`src/smt_pkg.sv`:
```
/*
 * smt_pkg: constants, types and command codes for the single-measure and
 * temperature-scan sequencer.
 * assumes: compiled before every other file of the block.
 */
`default_nettype none
package smt_pkg;

  // ************************************************************
  // command codes and element suffixes
  // ************************************************************
  localparam logic [5:0] SMT_OP_MEASURE = 6'h08;
  localparam logic [5:0] SMT_OP_TSCAN   = 6'h0A;
  localparam logic [5:0] SMT_EL_PACK    = 6'h00;
  localparam logic [5:0] SMT_EL_CELL1   = 6'h01;
  localparam logic [5:0] SMT_EL_CELL12  = 6'h0C;
  localparam logic [5:0] SMT_EL_ITEMP   = 6'h10;
  localparam logic [5:0] SMT_EL_EXT1    = 6'h11;
  localparam logic [5:0] SMT_EL_EXT4    = 6'h14;
  localparam logic [5:0] SMT_EL_REF     = 6'h15;
  localparam logic [5:0] SMT_EL_AUXREF  = 6'h16;
  localparam logic [5:0] SMT_EL_LOOP    = 6'h17;

  // ************************************************************
  // result memory layout (index = element suffix)
  // ************************************************************
  localparam int SMT_NELEM  = 24;
  localparam int SMT_AW     = 5;
  localparam int SMT_DW     = 14;
  localparam int SMT_NEXT   = 4;

  // ************************************************************
  // timing
  // ************************************************************
  localparam int SMT_CLK_HZ     = 40_000_000;
  localparam int SMT_DWELL_US   = 2500;
  localparam int SMT_DWELL_CYC  = (SMT_CLK_HZ / 1_000_000) * SMT_DWELL_US;

  // ************************************************************
  // ahb register map
  // ************************************************************
  localparam logic [11:0] SMT_A_CMD    = 12'h000;
  localparam logic [11:0] SMT_A_STAT   = 12'h004;
  localparam logic [11:0] SMT_A_CFG    = 12'h008;
  localparam logic [11:0] SMT_A_THR    = 12'h00C;
  localparam logic [11:0] SMT_A_DEVAD  = 12'h010;
  localparam logic [11:0] SMT_A_RES    = 12'h100;
  localparam logic [11:0] SMT_A_RESEND = 12'h15C;
  localparam logic [1:0]  SMT_HT_NONSEQ = 2'b10;
  localparam logic [2:0]  SMT_HS_WORD   = 3'b010;
  localparam int SMT_CMD_START   = 31;
  localparam int SMT_STAT_BUSY   = 0;
  localparam int SMT_STAT_FAULT  = 1;
  localparam int SMT_STAT_NOTE   = 2;
  localparam int SMT_STAT_BIAS   = 3;

  // sequencer states
  typedef enum logic [2:0] {
    SMT_IDLE, SMT_SETTLE, SMT_START, SMT_WAIT, SMT_NEXTEL, SMT_DONE
  } smt_state_type;

  // conversion request toward the analog front end
  typedef struct packed {
    logic                 req;
    logic [5:0]           mux_sel;
  } smt_conv_req_type;

  // conversion answer from the front end
  typedef struct packed {
    logic                 done;
    logic [SMT_DW-1:0]    data;
  } smt_conv_rsp_type;

  // ahb slave request
  typedef struct packed {
    logic                 hsel;
    logic [31:0]          haddr;
    logic [1:0]           htrans;
    logic                 hwrite;
    logic [2:0]           hsize;
    logic                 hready;
  } smt_ahb_req_type;

endpackage : smt_pkg
`default_nettype wire

```
`src/smt_mem.sv`:
```
/*
 * smt_mem: result memory of the sequencer, one word per element.
 * assumes: one writer, one reader, read data registered.
 */
`default_nettype none
module smt_mem
  import smt_pkg::*;
#(
  parameter int AW = SMT_AW,
  parameter int DW = SMT_DW
) (
  input  wire logic          clk_sys, // system clock
  input  wire logic          sys_rst, // async reset, high
  input  wire logic          wr_en,   // write strobe
  input  wire logic [AW-1:0] wr_addr, // write index
  input  wire logic [DW-1:0] wr_data, // write word
  input  wire logic [AW-1:0] rd_addr, // read index
  output logic      [DW-1:0] rd_data  // registered read word
);

  typedef struct packed {
    logic [(1<<AW)-1:0][DW-1:0] mem;
    logic [DW-1:0]              rd;
  } smt_mem_st_type;

  smt_mem_st_type st_q, st_d;

  // words hold until the same index is written again
  always_comb begin
    st_d = st_q;
    if (wr_en) begin
      st_d.mem[wr_addr] = wr_data;
    end
    st_d.rd = st_q.mem[rd_addr];
  end

  // registered storage
  always_ff @(posedge clk_sys or posedge sys_rst) begin
    if (sys_rst) begin
      st_q <= '0;
    end else begin
      st_q <= st_d;
    end
  end

  assign rd_data = st_q.rd;

endmodule : smt_mem
`default_nettype wire

```
`src/smt_ahb.sv`:
```
/*
 * smt_ahb: ahb-lite slave front end, captures the address phase.
 * assumes: single word transfers, zero wait states, always okay.
 */
`default_nettype none
module smt_ahb
  import smt_pkg::*;
(
  input  wire logic            clk_sys,  // system clock
  input  wire logic            sys_rst,  // async reset, high
  input  wire smt_ahb_req_type ahb_in,   // address phase signals
  output logic                 wr_act,   // data phase is a write
  output logic                 rd_act,   // data phase is a read
  output logic [11:0]          act_addr  // latched byte address
);

  typedef struct packed {
    logic        wr;
    logic        rd;
    logic [11:0] addr;
  } smt_ahb_st_type;

  smt_ahb_st_type st_q, st_d;

  // sample a valid word transfer when the bus is ready
  always_comb begin
    st_d = st_q;
    if (ahb_in.hready) begin
      st_d.wr = ahb_in.hsel && (ahb_in.htrans == SMT_HT_NONSEQ)
                && (ahb_in.hsize == SMT_HS_WORD) && ahb_in.hwrite;
      st_d.rd = ahb_in.hsel && (ahb_in.htrans == SMT_HT_NONSEQ)
                && (ahb_in.hsize == SMT_HS_WORD) && !ahb_in.hwrite;
      st_d.addr = ahb_in.haddr[11:0];
    end
  end

  // address phase register
  always_ff @(posedge clk_sys or posedge sys_rst) begin
    if (sys_rst) begin
      st_q <= '0;
    end else begin
      st_q <= st_d;
    end
  end

  assign wr_act   = st_q.wr;
  assign rd_act   = st_q.rd;
  assign act_addr = st_q.addr;

endmodule : smt_ahb
`default_nettype wire

```
`src/smt_top.sv`:
```
/*
 * smt_top: single-element measure and temperature scan sequencer with
 * its ahb-lite register file and result memory.
 * assumes: converter answers each request with one done pulse; bus
 * master issues single word transfers only.
 */
// The implementer's own choices: the register addresses and register access over AHB-Lite.
`default_nettype none
module smt_top
  import smt_pkg::*;
#(
  parameter int DWELL_CYC = SMT_DWELL_CYC, // settling dwell in cycles
  parameter int NEXT      = SMT_NEXT       // external inputs
) (
  input  wire logic             clk_sys,       // 40 MHz clock
  input  wire logic             sys_rst,       // async reset, high
  input  wire logic             hsel,          // ahb select
  input  wire logic [31:0]      haddr,         // ahb address
  input  wire logic [1:0]       htrans,        // ahb transfer type
  input  wire logic             hwrite,        // ahb write
  input  wire logic [2:0]       hsize,         // ahb size
  input  wire logic [31:0]      hwdata,        // ahb write data
  input  wire logic             hready,        // ahb bus ready
  output logic      [31:0]      hrdata,        // ahb read data
  output logic                  hreadyout,     // always ready
  output logic                  hresp,         // always okay
  output logic                  conv_req,      // start conversion
  output logic      [5:0]       conv_sel,      // mux selection
  input  wire logic             conv_done,     // conversion done
  input  wire logic [SMT_DW-1:0] conv_data,    // conversion result
  output logic                  thermistor_bias_output, // bias switch
  output logic      [NEXT-1:0]  ext_pullup_en, // input pull-ups
  output logic                  fault_out,     // fault pin
  output logic                  fault_note     // notify pulse
);

  // one enable per input is wired; the dwell counter holds 23 bits
  if (NEXT != SMT_NEXT || DWELL_CYC < 1 ||
      DWELL_CYC >= (1 << 23)) begin : g_param_check
    $error("smt_top: unsupported parameters");
  end

  // ************************************************************
  // state
  // ************************************************************
  // fsm, cnt and el run the conversions; last marks the final
  // element of the run, scan tells a scan from a single measure;
  // fpend holds a fault until the run ends, fault and note report it;
  // req and bias drive the front end; the rest is the register file that software reads and writes
  typedef struct packed {
    smt_state_type         fsm;
    logic [22:0]           cnt;
    logic [5:0]            el;
    logic [5:0]            last;
    logic                  scan;
    logic                  req;
    logic                  bias;
    logic                  fault;
    logic                  fpend;
    logic                  note;
    logic [NEXT-1:0]       ext_temp_compare_enables;
    logic [SMT_DW-1:0]     thr;
    logic [5:0]            devad;
    logic [31:0]           rdata;
  } smt_st_type;

  smt_st_type st_q, st_d;

  smt_ahb_req_type ahb_in;
  logic            wr_act;
  logic            rd_act;
  logic [11:0]     act_addr;
  logic [SMT_DW-1:0] mem_rd;
  logic            mem_we;

  // is this element one that a measure command may address
  function automatic logic smt_valid_el(input logic [5:0] e);
    smt_valid_el = (e <= SMT_EL_CELL12) ||
                   (e >= SMT_EL_ITEMP && e <= SMT_EL_REF);
  endfunction : smt_valid_el

  // is this element an external thermistor input
  function automatic logic smt_is_ext(input logic [5:0] e);
    smt_is_ext = (e >= SMT_EL_EXT1) && (e <= SMT_EL_EXT4);
  endfunction : smt_is_ext

  assign ahb_in = '{hsel: hsel, haddr: haddr, htrans: htrans,
                    hwrite: hwrite, hsize: hsize, hready: hready};

  smt_ahb u_ahb (
    .clk_sys  (clk_sys),
    .sys_rst  (sys_rst),
    .ahb_in   (ahb_in),
    .wr_act   (wr_act),
    .rd_act   (rd_act),
    .act_addr (act_addr)
  );

  // result written on every conversion answer that arrives in WAIT
  // a stray done pulse outside WAIT is dropped, so a word is only
  // ever written for the element that was actually requested
  assign mem_we = (st_q.fsm == SMT_WAIT) && conv_done;

  // the read index comes from the address phase; the word leaves the
  // memory register in the data phase, which is what lets results
  // go out with no wait state
  smt_mem u_mem (
    .clk_sys (clk_sys),
    .sys_rst (sys_rst),
    .wr_en   (mem_we),
    .wr_addr (st_q.el[SMT_AW-1:0]),
    .wr_data (conv_data),
    .rd_addr (haddr[SMT_AW+1:2]),
    .rd_data (mem_rd)
  );

  // ************************************************************
  // sequencer and register file
  // ************************************************************
  // one process so that start, scan and fault all see one state copy
  always_comb begin
    logic [5:0] op;
    logic [5:0] sfx;
    logic [5:0] tgt;
    logic       ext_cmp;
    op      = hwdata[17:12];
    sfx     = hwdata[5:0];
    tgt     = hwdata[11:6];
    ext_cmp = 1'b0;
    st_d      = st_q;
    st_d.req  = 1'b0;
    st_d.note = 1'b0;

    // register writes; command ignored while a sequence runs
    // a write with the start bit clear is a no-op, so the word can be
    // rewritten without setting off a second run
    if (wr_act) begin
      case (act_addr)
        SMT_A_CMD: begin
          if (st_q.fsm == SMT_IDLE && hwdata[SMT_CMD_START]
              && tgt == st_q.devad) begin
            if (op == SMT_OP_MEASURE && smt_valid_el(sfx)) begin
              st_d.el   = sfx;
              st_d.last = sfx;
              st_d.scan = 1'b0;
              if (smt_is_ext(sfx)) begin
                st_d.bias = 1'b1;
                st_d.fsm  = SMT_SETTLE;
                st_d.cnt  = '0;
              end else begin
                st_d.fsm = SMT_START;
              end
            end else if (op == SMT_OP_TSCAN) begin
              st_d.el   = SMT_EL_ITEMP;
              st_d.last = SMT_EL_LOOP;
              st_d.scan = 1'b1;
              st_d.bias = 1'b1;
              st_d.fsm  = SMT_SETTLE;
              st_d.cnt  = '0;
            end
          end
        end
        SMT_A_CFG: st_d.ext_temp_compare_enables = hwdata[NEXT-1:0];
        SMT_A_THR: st_d.thr = hwdata[SMT_DW-1:0];
        SMT_A_DEVAD: st_d.devad = hwdata[5:0];
        // writing the fault bit back as one clears the fault pin
        SMT_A_STAT: begin
          if (hwdata[SMT_STAT_FAULT]) begin
            st_d.fault = 1'b0;
          end
        end
        default: ;
      endcase
    end

    // sequencer
    case (st_q.fsm)
      SMT_IDLE: ;
      // settling dwell before the first conversion
      // the counter is cleared on entry, so every scan and external input
      // measure gets the full dwell, counted in whole clock cycles
      SMT_SETTLE: begin
        if (st_q.cnt == 23'(DWELL_CYC - 1)) begin
          st_d.fsm = SMT_START;
        end else begin
          st_d.cnt = st_q.cnt + 23'd1;
        end
      end
      SMT_START: begin
        st_d.req = 1'b1;
        st_d.fsm = SMT_WAIT;
      end
      SMT_WAIT: begin
        if (conv_done) begin
          // compare only inputs with their enable set
          if (smt_is_ext(st_q.el)) begin
            ext_cmp = st_q.ext_temp_compare_enables[
                        2'(st_q.el - SMT_EL_EXT1)];
          end
          if (ext_cmp && conv_data < st_q.thr) begin
            st_d.fpend = 1'b1;
          end
          st_d.fsm = SMT_NEXTEL;
        end
      end
      // walk the inputs one after another
      // the bias drops in the step that ends the run, never later
      SMT_NEXTEL: begin
        if (st_q.el == st_q.last) begin
          st_d.fsm  = SMT_DONE;
          st_d.bias = 1'b0;
        end else begin
          st_d.el  = st_q.el + 6'd1;
          st_d.fsm = SMT_START;
        end
      end
      // report the fault at the end, then back to standby
      // the set comes after the register decode, so a software clear
      // in this same cycle loses and the fault is not missed
      SMT_DONE: begin
        if (st_q.fpend) begin
          st_d.fault = 1'b1;
          st_d.note  = 1'b1;
        end
        st_d.fpend = 1'b0;
        st_d.fsm   = SMT_IDLE;
      end
      default: st_d.fsm = SMT_IDLE;
    endcase

    // read data for the next data phase; prepared from the address
    // phase and registered, so it stands for the whole data phase
    st_d.rdata = '0;
    if (hsel && hready && htrans == SMT_HT_NONSEQ && !hwrite
        && hsize == SMT_HS_WORD) begin
      case (haddr[11:0])
        SMT_A_STAT: begin
          st_d.rdata[SMT_STAT_BUSY]  = (st_q.fsm != SMT_IDLE);
          st_d.rdata[SMT_STAT_FAULT] = st_q.fault;
          st_d.rdata[SMT_STAT_BIAS]  = st_q.bias;
        end
        SMT_A_CFG:   st_d.rdata[NEXT-1:0] = st_q.ext_temp_compare_enables;
        SMT_A_THR:   st_d.rdata[SMT_DW-1:0] = st_q.thr;
        SMT_A_DEVAD: st_d.rdata[5:0] = st_q.devad;
        default: ;
      endcase
    end
  end

  // state register; compare enables clear at reset
  // the whole state is one word, so reset and update cannot drift
  always_ff @(posedge clk_sys or posedge sys_rst) begin
    if (sys_rst) begin
      st_q <= '{fsm: SMT_IDLE, default: '0};
    end else begin
      st_q <= st_d;
    end
  end

  // ************************************************************
  // outputs
  // ************************************************************
  // result words come straight out of the memory register
  always_comb begin
    hrdata = st_q.rdata;
    if (rd_act && act_addr >= SMT_A_RES && act_addr <= SMT_A_RESEND) begin
      hrdata = {18'h00000, mem_rd};
    end
  end

  // no wait states: every access completes in its own data phase
  assign hreadyout = 1'b1;
  assign hresp     = 1'b0;
  assign conv_req  = st_q.req;
  assign conv_sel  = st_q.el;
  assign thermistor_bias_output = st_q.bias;
  // pull-ups on while the bias runs, so open inputs read full scale
  assign ext_pullup_en = {NEXT{st_q.bias}};
  // fault pin and notice come straight from flip-flops, glitch free
  assign fault_out  = st_q.fault;
  assign fault_note = st_q.note;

endmodule : smt_top
`default_nettype wire

```
`config.mk`:
```
export PLATFORM = sky130hd
export DESIGN_NAME = smt_top
export DESIGN_NICKNAME = d
export VERILOG_FILES = /design/src/smt_pkg.sv /design/src/smt_mem.sv /design/src/smt_ahb.sv /design/src/smt_top.sv
export SDC_FILE = /design/constraint.sdc
export NUM_CORES = 1
export LEC_CHECK = 0
export BUFFER_PORTS_ARGS = -buffer_cell sky130_fd_sc_hd__buf_2
export CORE_MARGIN = 2
export CORE_UTILIZATION = 56
export CTS_CLUSTER_DIAMETER = 80
export DETAILED_ROUTE_END_ITERATION = 10
export PLACE_DENSITY = 0.77
export SYNTH_ARGS = -nofsm -noshare
export SYNTH_HDL_FRONTEND = slang
export SYNTH_SLANG_ARGS = --single-unit
```
`constraint.sdc`:
```
create_clock -name clk_sys -period 16.85 [get_ports clk_sys]
set_clock_uncertainty 0.05 [all_clocks]
set_input_delay 1.685 -clock clk_sys [delete_from_list [all_inputs] [get_ports clk_sys]]
set_output_delay 1.685 -clock clk_sys [all_outputs]
set_load 0.02 [all_outputs]
```
### After elaboration in Yosys (flattened, before gate mapping)

Cells that the tools add are included.

* bits in registers: 558
* input port bits: 89
* output and inout port bits: 48
* logic and storage cells: 170

* add/sub/neg operators: 3
* magnitude comparators: 14
* eq/ne operators: 22
* mux-type cells: 50
* reduce and logical (&&, ||, !) cells: 31

Operators by type and width (count)
* $bwmux 448: 1
* $mux 39: 5
* $bmux 14 s5: 1
* $demux 14 s5: 1
* $mux 23: 3
* $mux 14: 4
* $eq 12x4->1 const B: 4
* $eq 12x3->1 const B: 2
* $eq 12x5->1 const B: 2
* $add 23x1->23 const B: 1
* $eq 23x17->1 const B: 1
* $mux 1: 20
* $logic_and 1x1->1: 19
* $ge 6x5->1 const B: 3
* $le 6x5->1 const B: 3
* $pmux 3 s5: 1
* $lt 14x14->1: 1
* $eq 6x4->1 const B: 2
* $eq 6x6->1: 2
* $ge 12x9->1 const B: 1
* $le 12x9->1 const B: 1
* $logic_not 12->1: 1
* $lt 5x6->1 const B: 2
* $mux 6: 2
* other kinds (28): 37

### Depth between registers and ports, before layout

* word-level depth: 10
* gate-level depth with buffers: 8
* gate-level depth less buffers: 7

### Hierarchy

A second synthesis with hierarchy kept.

* cells, all modules: 2094
* area, all modules: 26804.5 µm²

Modules (own cells, without submodules)
* smt_mem: times used 1, cells an instance 1546, area each 21235.4 µm², seq. area each 11561.1 µm²
* smt_top: times used 1, cells an instance 512, area each 4971.0 µm², seq. area each 2026.9 µm²
* smt_ahb: times used 1, cells an instance 36, area each 598.1 µm², seq. area each 350.3 µm²

### Worst setup path after synthesis

OpenSTA, ideal clock, no wires.

* kind: register to output
* start: register u_ahb.st_q (netlist bit u_ahb.act_addr[5])
* end: output port hrdata[10]
* arrival: 2.059 ns
* required time: 15.115 ns
* setup slack: 13.056 ns
* cell stages (with the launch flop): 7
* buffers on the path: 1
* cells stage by stage: dfrtp_1 nor3b_1 nand3_1 or3_1 a21oi_1 buf_2 mux2_1

* word-level cells in the longest chain between the ends: 4
* elaborated cells between the ends (all ways): 5
* classes of those cells: 2 x order compare; 1 x mux; 2 x reduce/logical

RTL lines
* from (decl): RTL line smt_ahb.sv:23 `smt_ahb_st_type st_q, st_d;`
* from (signal assigned): RTL line smt_ahb.sv:42 `st_q <= st_d;`
* $ge 12x9->1: RTL line smt_top.sv:266 `if (rd_act && act_addr >= SMT_A_RES && act_addr <= SMT_A_RESEND) begin`
* $logic_and 1x1->1: RTL line smt_top.sv:266
* $logic_and 1x1->1 *: RTL line smt_top.sv:266
* $mux 14 *: RTL line smt_top.sv:266
* to (decl): RTL line smt_top.sv:24 `output logic [31:0] hrdata,`

Every way passes the cells marked *; elsewhere a longest branch is shown, timed or not.

==> run summary <==
========================================================================================
Most frequently used cell type in the post-synthesis netlist                sky130_fd_sc_hd__dfrtp_1
Number of core rows                                                                   79
Count of final hold-check violations                                                   0
Top achievable clock speed                                                     0.213 GHz
Data arrival at the endpoint of the critical path                                5160 ps
Synthesis Warnings                                                                     0
Effective utilization at floorplan                                                 0.565
Clock transition at the registers of the reported paths                            60 ps
Number of hold-repair buffers added at the cts stage                                   0
Final antenna-violating net count                                                      0
Critical R2R Launch                                                         st_q[99]$_DFF_PP0_
Final setup fails                                                                      0
Status                                                                      finished clean
Critical Path End Type                                                          register
Hold path startpoint                                                        st_q[51]$_DFFE_PP0P_
Mean number of vias per cell                                                        6.31
Largest net degree at the start of global routing                                     86
RD Place Congestion                                                                0.879
NumNets Final                                                                      1,902
Hold Crit Class                                                             register to register
CTS sink cnt                                                                         557
Crit path from                                                                  haddr[2]
Max Fanout on Critical Path                                                           48
Global-route wire length before repair                                         95,200 um
Clock buffer count from CTS                                                           57
DRC Markers                                                                            0
Final-layout fill cell count                                                       3,421
Total length of routed wires                                                   61,200 um
Number of gates given a new drive strength after cts                                   0
Post-synthesis sequential area ratio                                               0.533
Share of the synthesized area in the top cell type                                 0.533
FF-to-FF path depth                                                                    4
Post-layout instance count excluding filler cells                                  2,448
DPL Wire Length                                                                37,200 um
Number of cells in the design after placement                                      2,343
Worst stage delay on the critical path                                            780 ps
Clock tree from TritonCTS                                                           done
# Max-Cap Violations                                                                   0
Cells along the critical path                                               clkbuf_8, buf_4, buf_4, mux4_2, mux4_2, mux2_2
Mean area per synthesized cell                                                 14.7 um^2
Top_reg_cell synth                                                          sky130_fd_sc_hd__dfrtp_1
Mux cell area share after synthesis                                                0.338
Global-route congestion overflow total                                                 0
Adder-cell share of the synthesized area                                         0.00862
Number of levels in the clock H-tree                                                   2
Area Growth Syn to Fin                                                             9.32%
Floorplan die area                                                           48,400 um^2
Critical path startpoint category                                             input port
Vias in the first global route                                                    16,137
Horiz. Die Dim                                                                    220 um
Total of flip-flops plus latches after synthesis                                     557
Fraction of the mapped netlist area in compound gates                             0.0264
Final critical-path setup slack                                                12,150 ps
Via Count                                                                         15,447
Cells after synthesis                                                              1,781
Cell accounting for the most synthesized area                               sky130_fd_sc_hd__dfrtp_1
Simple-gate share of the synthesized area                                         0.0491
Drt pass-1 iters                                                                       6
Top cells by area, synth                                                    sky130_fd_sc_hd__dfrtp_1 (53%), sky130_fd_sc_hd__mux2_2 (21%), sky130_fd_sc_hd__mux4_2 (12%)
Clock latency on the worst-skew pair                                              620 ps
Routed length per placed instance                                                25.0 um
Post-route core utilization                                                        0.618
Number of violations reported at the end of detailed-routing iteration 0           1,568
# IOs                                                                                137
Core area                                                                    46,300 um^2
Shortest period the worst path allows                                            4700 ps
Static leakage                                                                   13.9 nW
Global routing usage summed across all routing layers                              0.261
Number of antenna violations at the first check in global routing                      1
Post-Syn Area                                                                26,100 um^2
Dominant combinational cell family by area after synthesis                  multiplexers
Area taken by multi-input logic gates                                        11,300 um^2
Ratio of cells with drive above 1 in the final layout                              0.455
Root buffer cell                                                            sky130_fd_sc_hd__clkbuf_16
Maximum clock insertion buffer count                                                   3
Data required time at the worst endpoint                                       17,310 ps
PwrDens                                                                     95.4 nW/um^2
Port buffer count                                                                     83
Unrepaired setup endpoints after global routing                                    false
Total area of sequential cells                                               13,900 um^2
Slew @ Worst Pin                                                                 1110 ps
Distinct cells, synth                                                                 66
VDD IR-drop max                                                                  88.5 uV
Commonest cells post-synth                                                  sky130_fd_sc_hd__dfrtp_1 (557), sky130_fd_sc_hd__mux2_2 (492), sky130_fd_sc_hd__mux4_2 (141)
Number of max-slew violations in the final report                                      0
Setup Total Neg Slack                                                               0 ps
Async S/R FF share, synth                                                           1.00
Slowest stage cell on the critical path                                     sky130_fd_sc_hd__buf_4
Portion of the clock cycle consumed by the worst path in the final layout          0.279
Setup repair bufs after CTS                                                            0
Endpoint of the worst register-to-register path                             u_mem.st_q[212]$_DFFE_PP0P_
Critical path capture point                                                 u_mem.rd_data[7]$_DFF_PP0_
Worst setup slack after placement                                              11,400 ps
Post-synthesis xor/xnor area fraction                                            0.00804
Slack of the worst reg-to-reg path                                             14,030 ps
Count of inserted antenna diode cells                                                  0
Max-Slew Margin vs Limit                                                           0.255
PnR Total Power                                                                  2.73 mW
CP Class                                                                    input port to register
Number of enable flip-flop cells after synthesis                                       0
Die Y                                                                             220 um
========================================================================================
-- where the power goes --
part	switching, mW	internal, mW
sequential	0.00469	1.34
clock	0.531	0.735
combinational	0.0835	0.0303
total	0.619	2.11
-- final cells by class --
cell class	count	area share
Timing Repair Buffer	99	0.0191
Clock inverter	20	0.00736
Tap cell	607	0.0266
Sequential cell	557	0.488
Multi-Input combinational cell	1052	0.396
Inverter	28	0.00381
Clock buffer	85	0.0589
-- cell usage in the layout (no fill, tap or decap), types with 4 or more instances in the layout --
master and instances:
sky130_fd_sc_hd__ha_1 18, sky130_fd_sc_hd__nor2b_1 4, sky130_fd_sc_hd__nand2b_1 4, sky130_fd_sc_hd__mux2_2 492, sky130_fd_sc_hd__mux4_2 141, sky130_fd_sc_hd__nor3b_1 5, sky130_fd_sc_hd__o21ai_1 14, sky130_fd_sc_hd__nor2_1 34
sky130_fd_sc_hd__nand4_1 13, sky130_fd_sc_hd__nand3_1 21, sky130_fd_sc_hd__and4b_1 4, sky130_fd_sc_hd__nor4_1 11, sky130_fd_sc_hd__a21oi_1 22, sky130_fd_sc_hd__clkbuf_16 57, sky130_fd_sc_hd__o21ai_0 24, sky130_fd_sc_hd__mux2_1 10
sky130_fd_sc_hd__or3_1 12, sky130_fd_sc_hd__o211ai_1 10, sky130_fd_sc_hd__o21a_1 4, sky130_fd_sc_hd__clkbuf_1 13, sky130_fd_sc_hd__nand3b_1 6, sky130_fd_sc_hd__buf_4 17, sky130_fd_sc_hd__clkinv_2 11, sky130_fd_sc_hd__xor2_1 22
sky130_fd_sc_hd__conb_1 20, sky130_fd_sc_hd__dfrtp_1 557, sky130_fd_sc_hd__a21o_1 6, sky130_fd_sc_hd__nand2_1 64, sky130_fd_sc_hd__and2_1 6, sky130_fd_sc_hd__nor3_1 21, sky130_fd_sc_hd__o21bai_1 5, sky130_fd_sc_hd__inv_1 27
sky130_fd_sc_hd__and3_1 8, sky130_fd_sc_hd__buf_2 81, sky130_fd_sc_hd__clkbuf_8 16, sky130_fd_sc_hd__nor4_2 4
-- through the flow --
stage	hold WS, ps	instance area (um^2)
floorplan	400	26200
global placement	419	26700
detailed placement	426	26700
CTS	440	28600
global route	455	28600
finish	434	28600
-- logic make-up after synthesis --
| logic type | after synthesis |
|---|---|
| buffers and inverters | 190 |
| adders and majority gates | 18 |
| muxes | 644 |
| other | 2 |
| DFF | 557 |
| xor gates and xnor gates | 24 |
| AOI/OAI and AO/OA | 110 |
| and+or+nand+nor | 236 |
-- metal layers --
layer,vias to the layer above,wire length [um],global-route usage
met1,8201,25600,0.358
met5,-,8,0
met4,2,2060,0.0944
met2,533,29700,0.422
li1,6567,-,-
met3,144,3800,0.0476
-- critical path, delay by kind of cell --
family	cells	cell delay [ps]
buffers and inverters	3	1960
muxes	3	1420
-- sequential cells by signal (all words and copies together) (netlist names) --
| name | count |
|---|---|
| u_mem.st_q | 448 |
| st_q | 71 |
| u_mem.rd_data | 14 |
| u_ahb.act_addr | 12 |
| conv_sel | 6 |
| conv_req | 1 |
| fault_note | 1 |
| fault_out | 1 |
| thermistor_bias_output | 1 |
| u_ahb.rd_act | 1 |
| u_ahb.wr_act | 1 |
-- worst min path at each step --
stage | endpoint | slack [ps] | depth (start not counted)
floorplan | st_q[51]$_DFFE_PP0P_ | 400 | 2
global placement | st_q[51]$_DFFE_PP0P_ | 420 | 2
finish | st_q[51]$_DFFE_PP0P_ | 430 | 2
detailed placement | st_q[51]$_DFFE_PP0P_ | 430 | 2
global route | u_mem.st_q[98]$_DFFE_PP0P_ | 460 | 1
CTS | st_q[51]$_DFFE_PP0P_ | 440 | 2
Power figures use the tool's default switching activity.
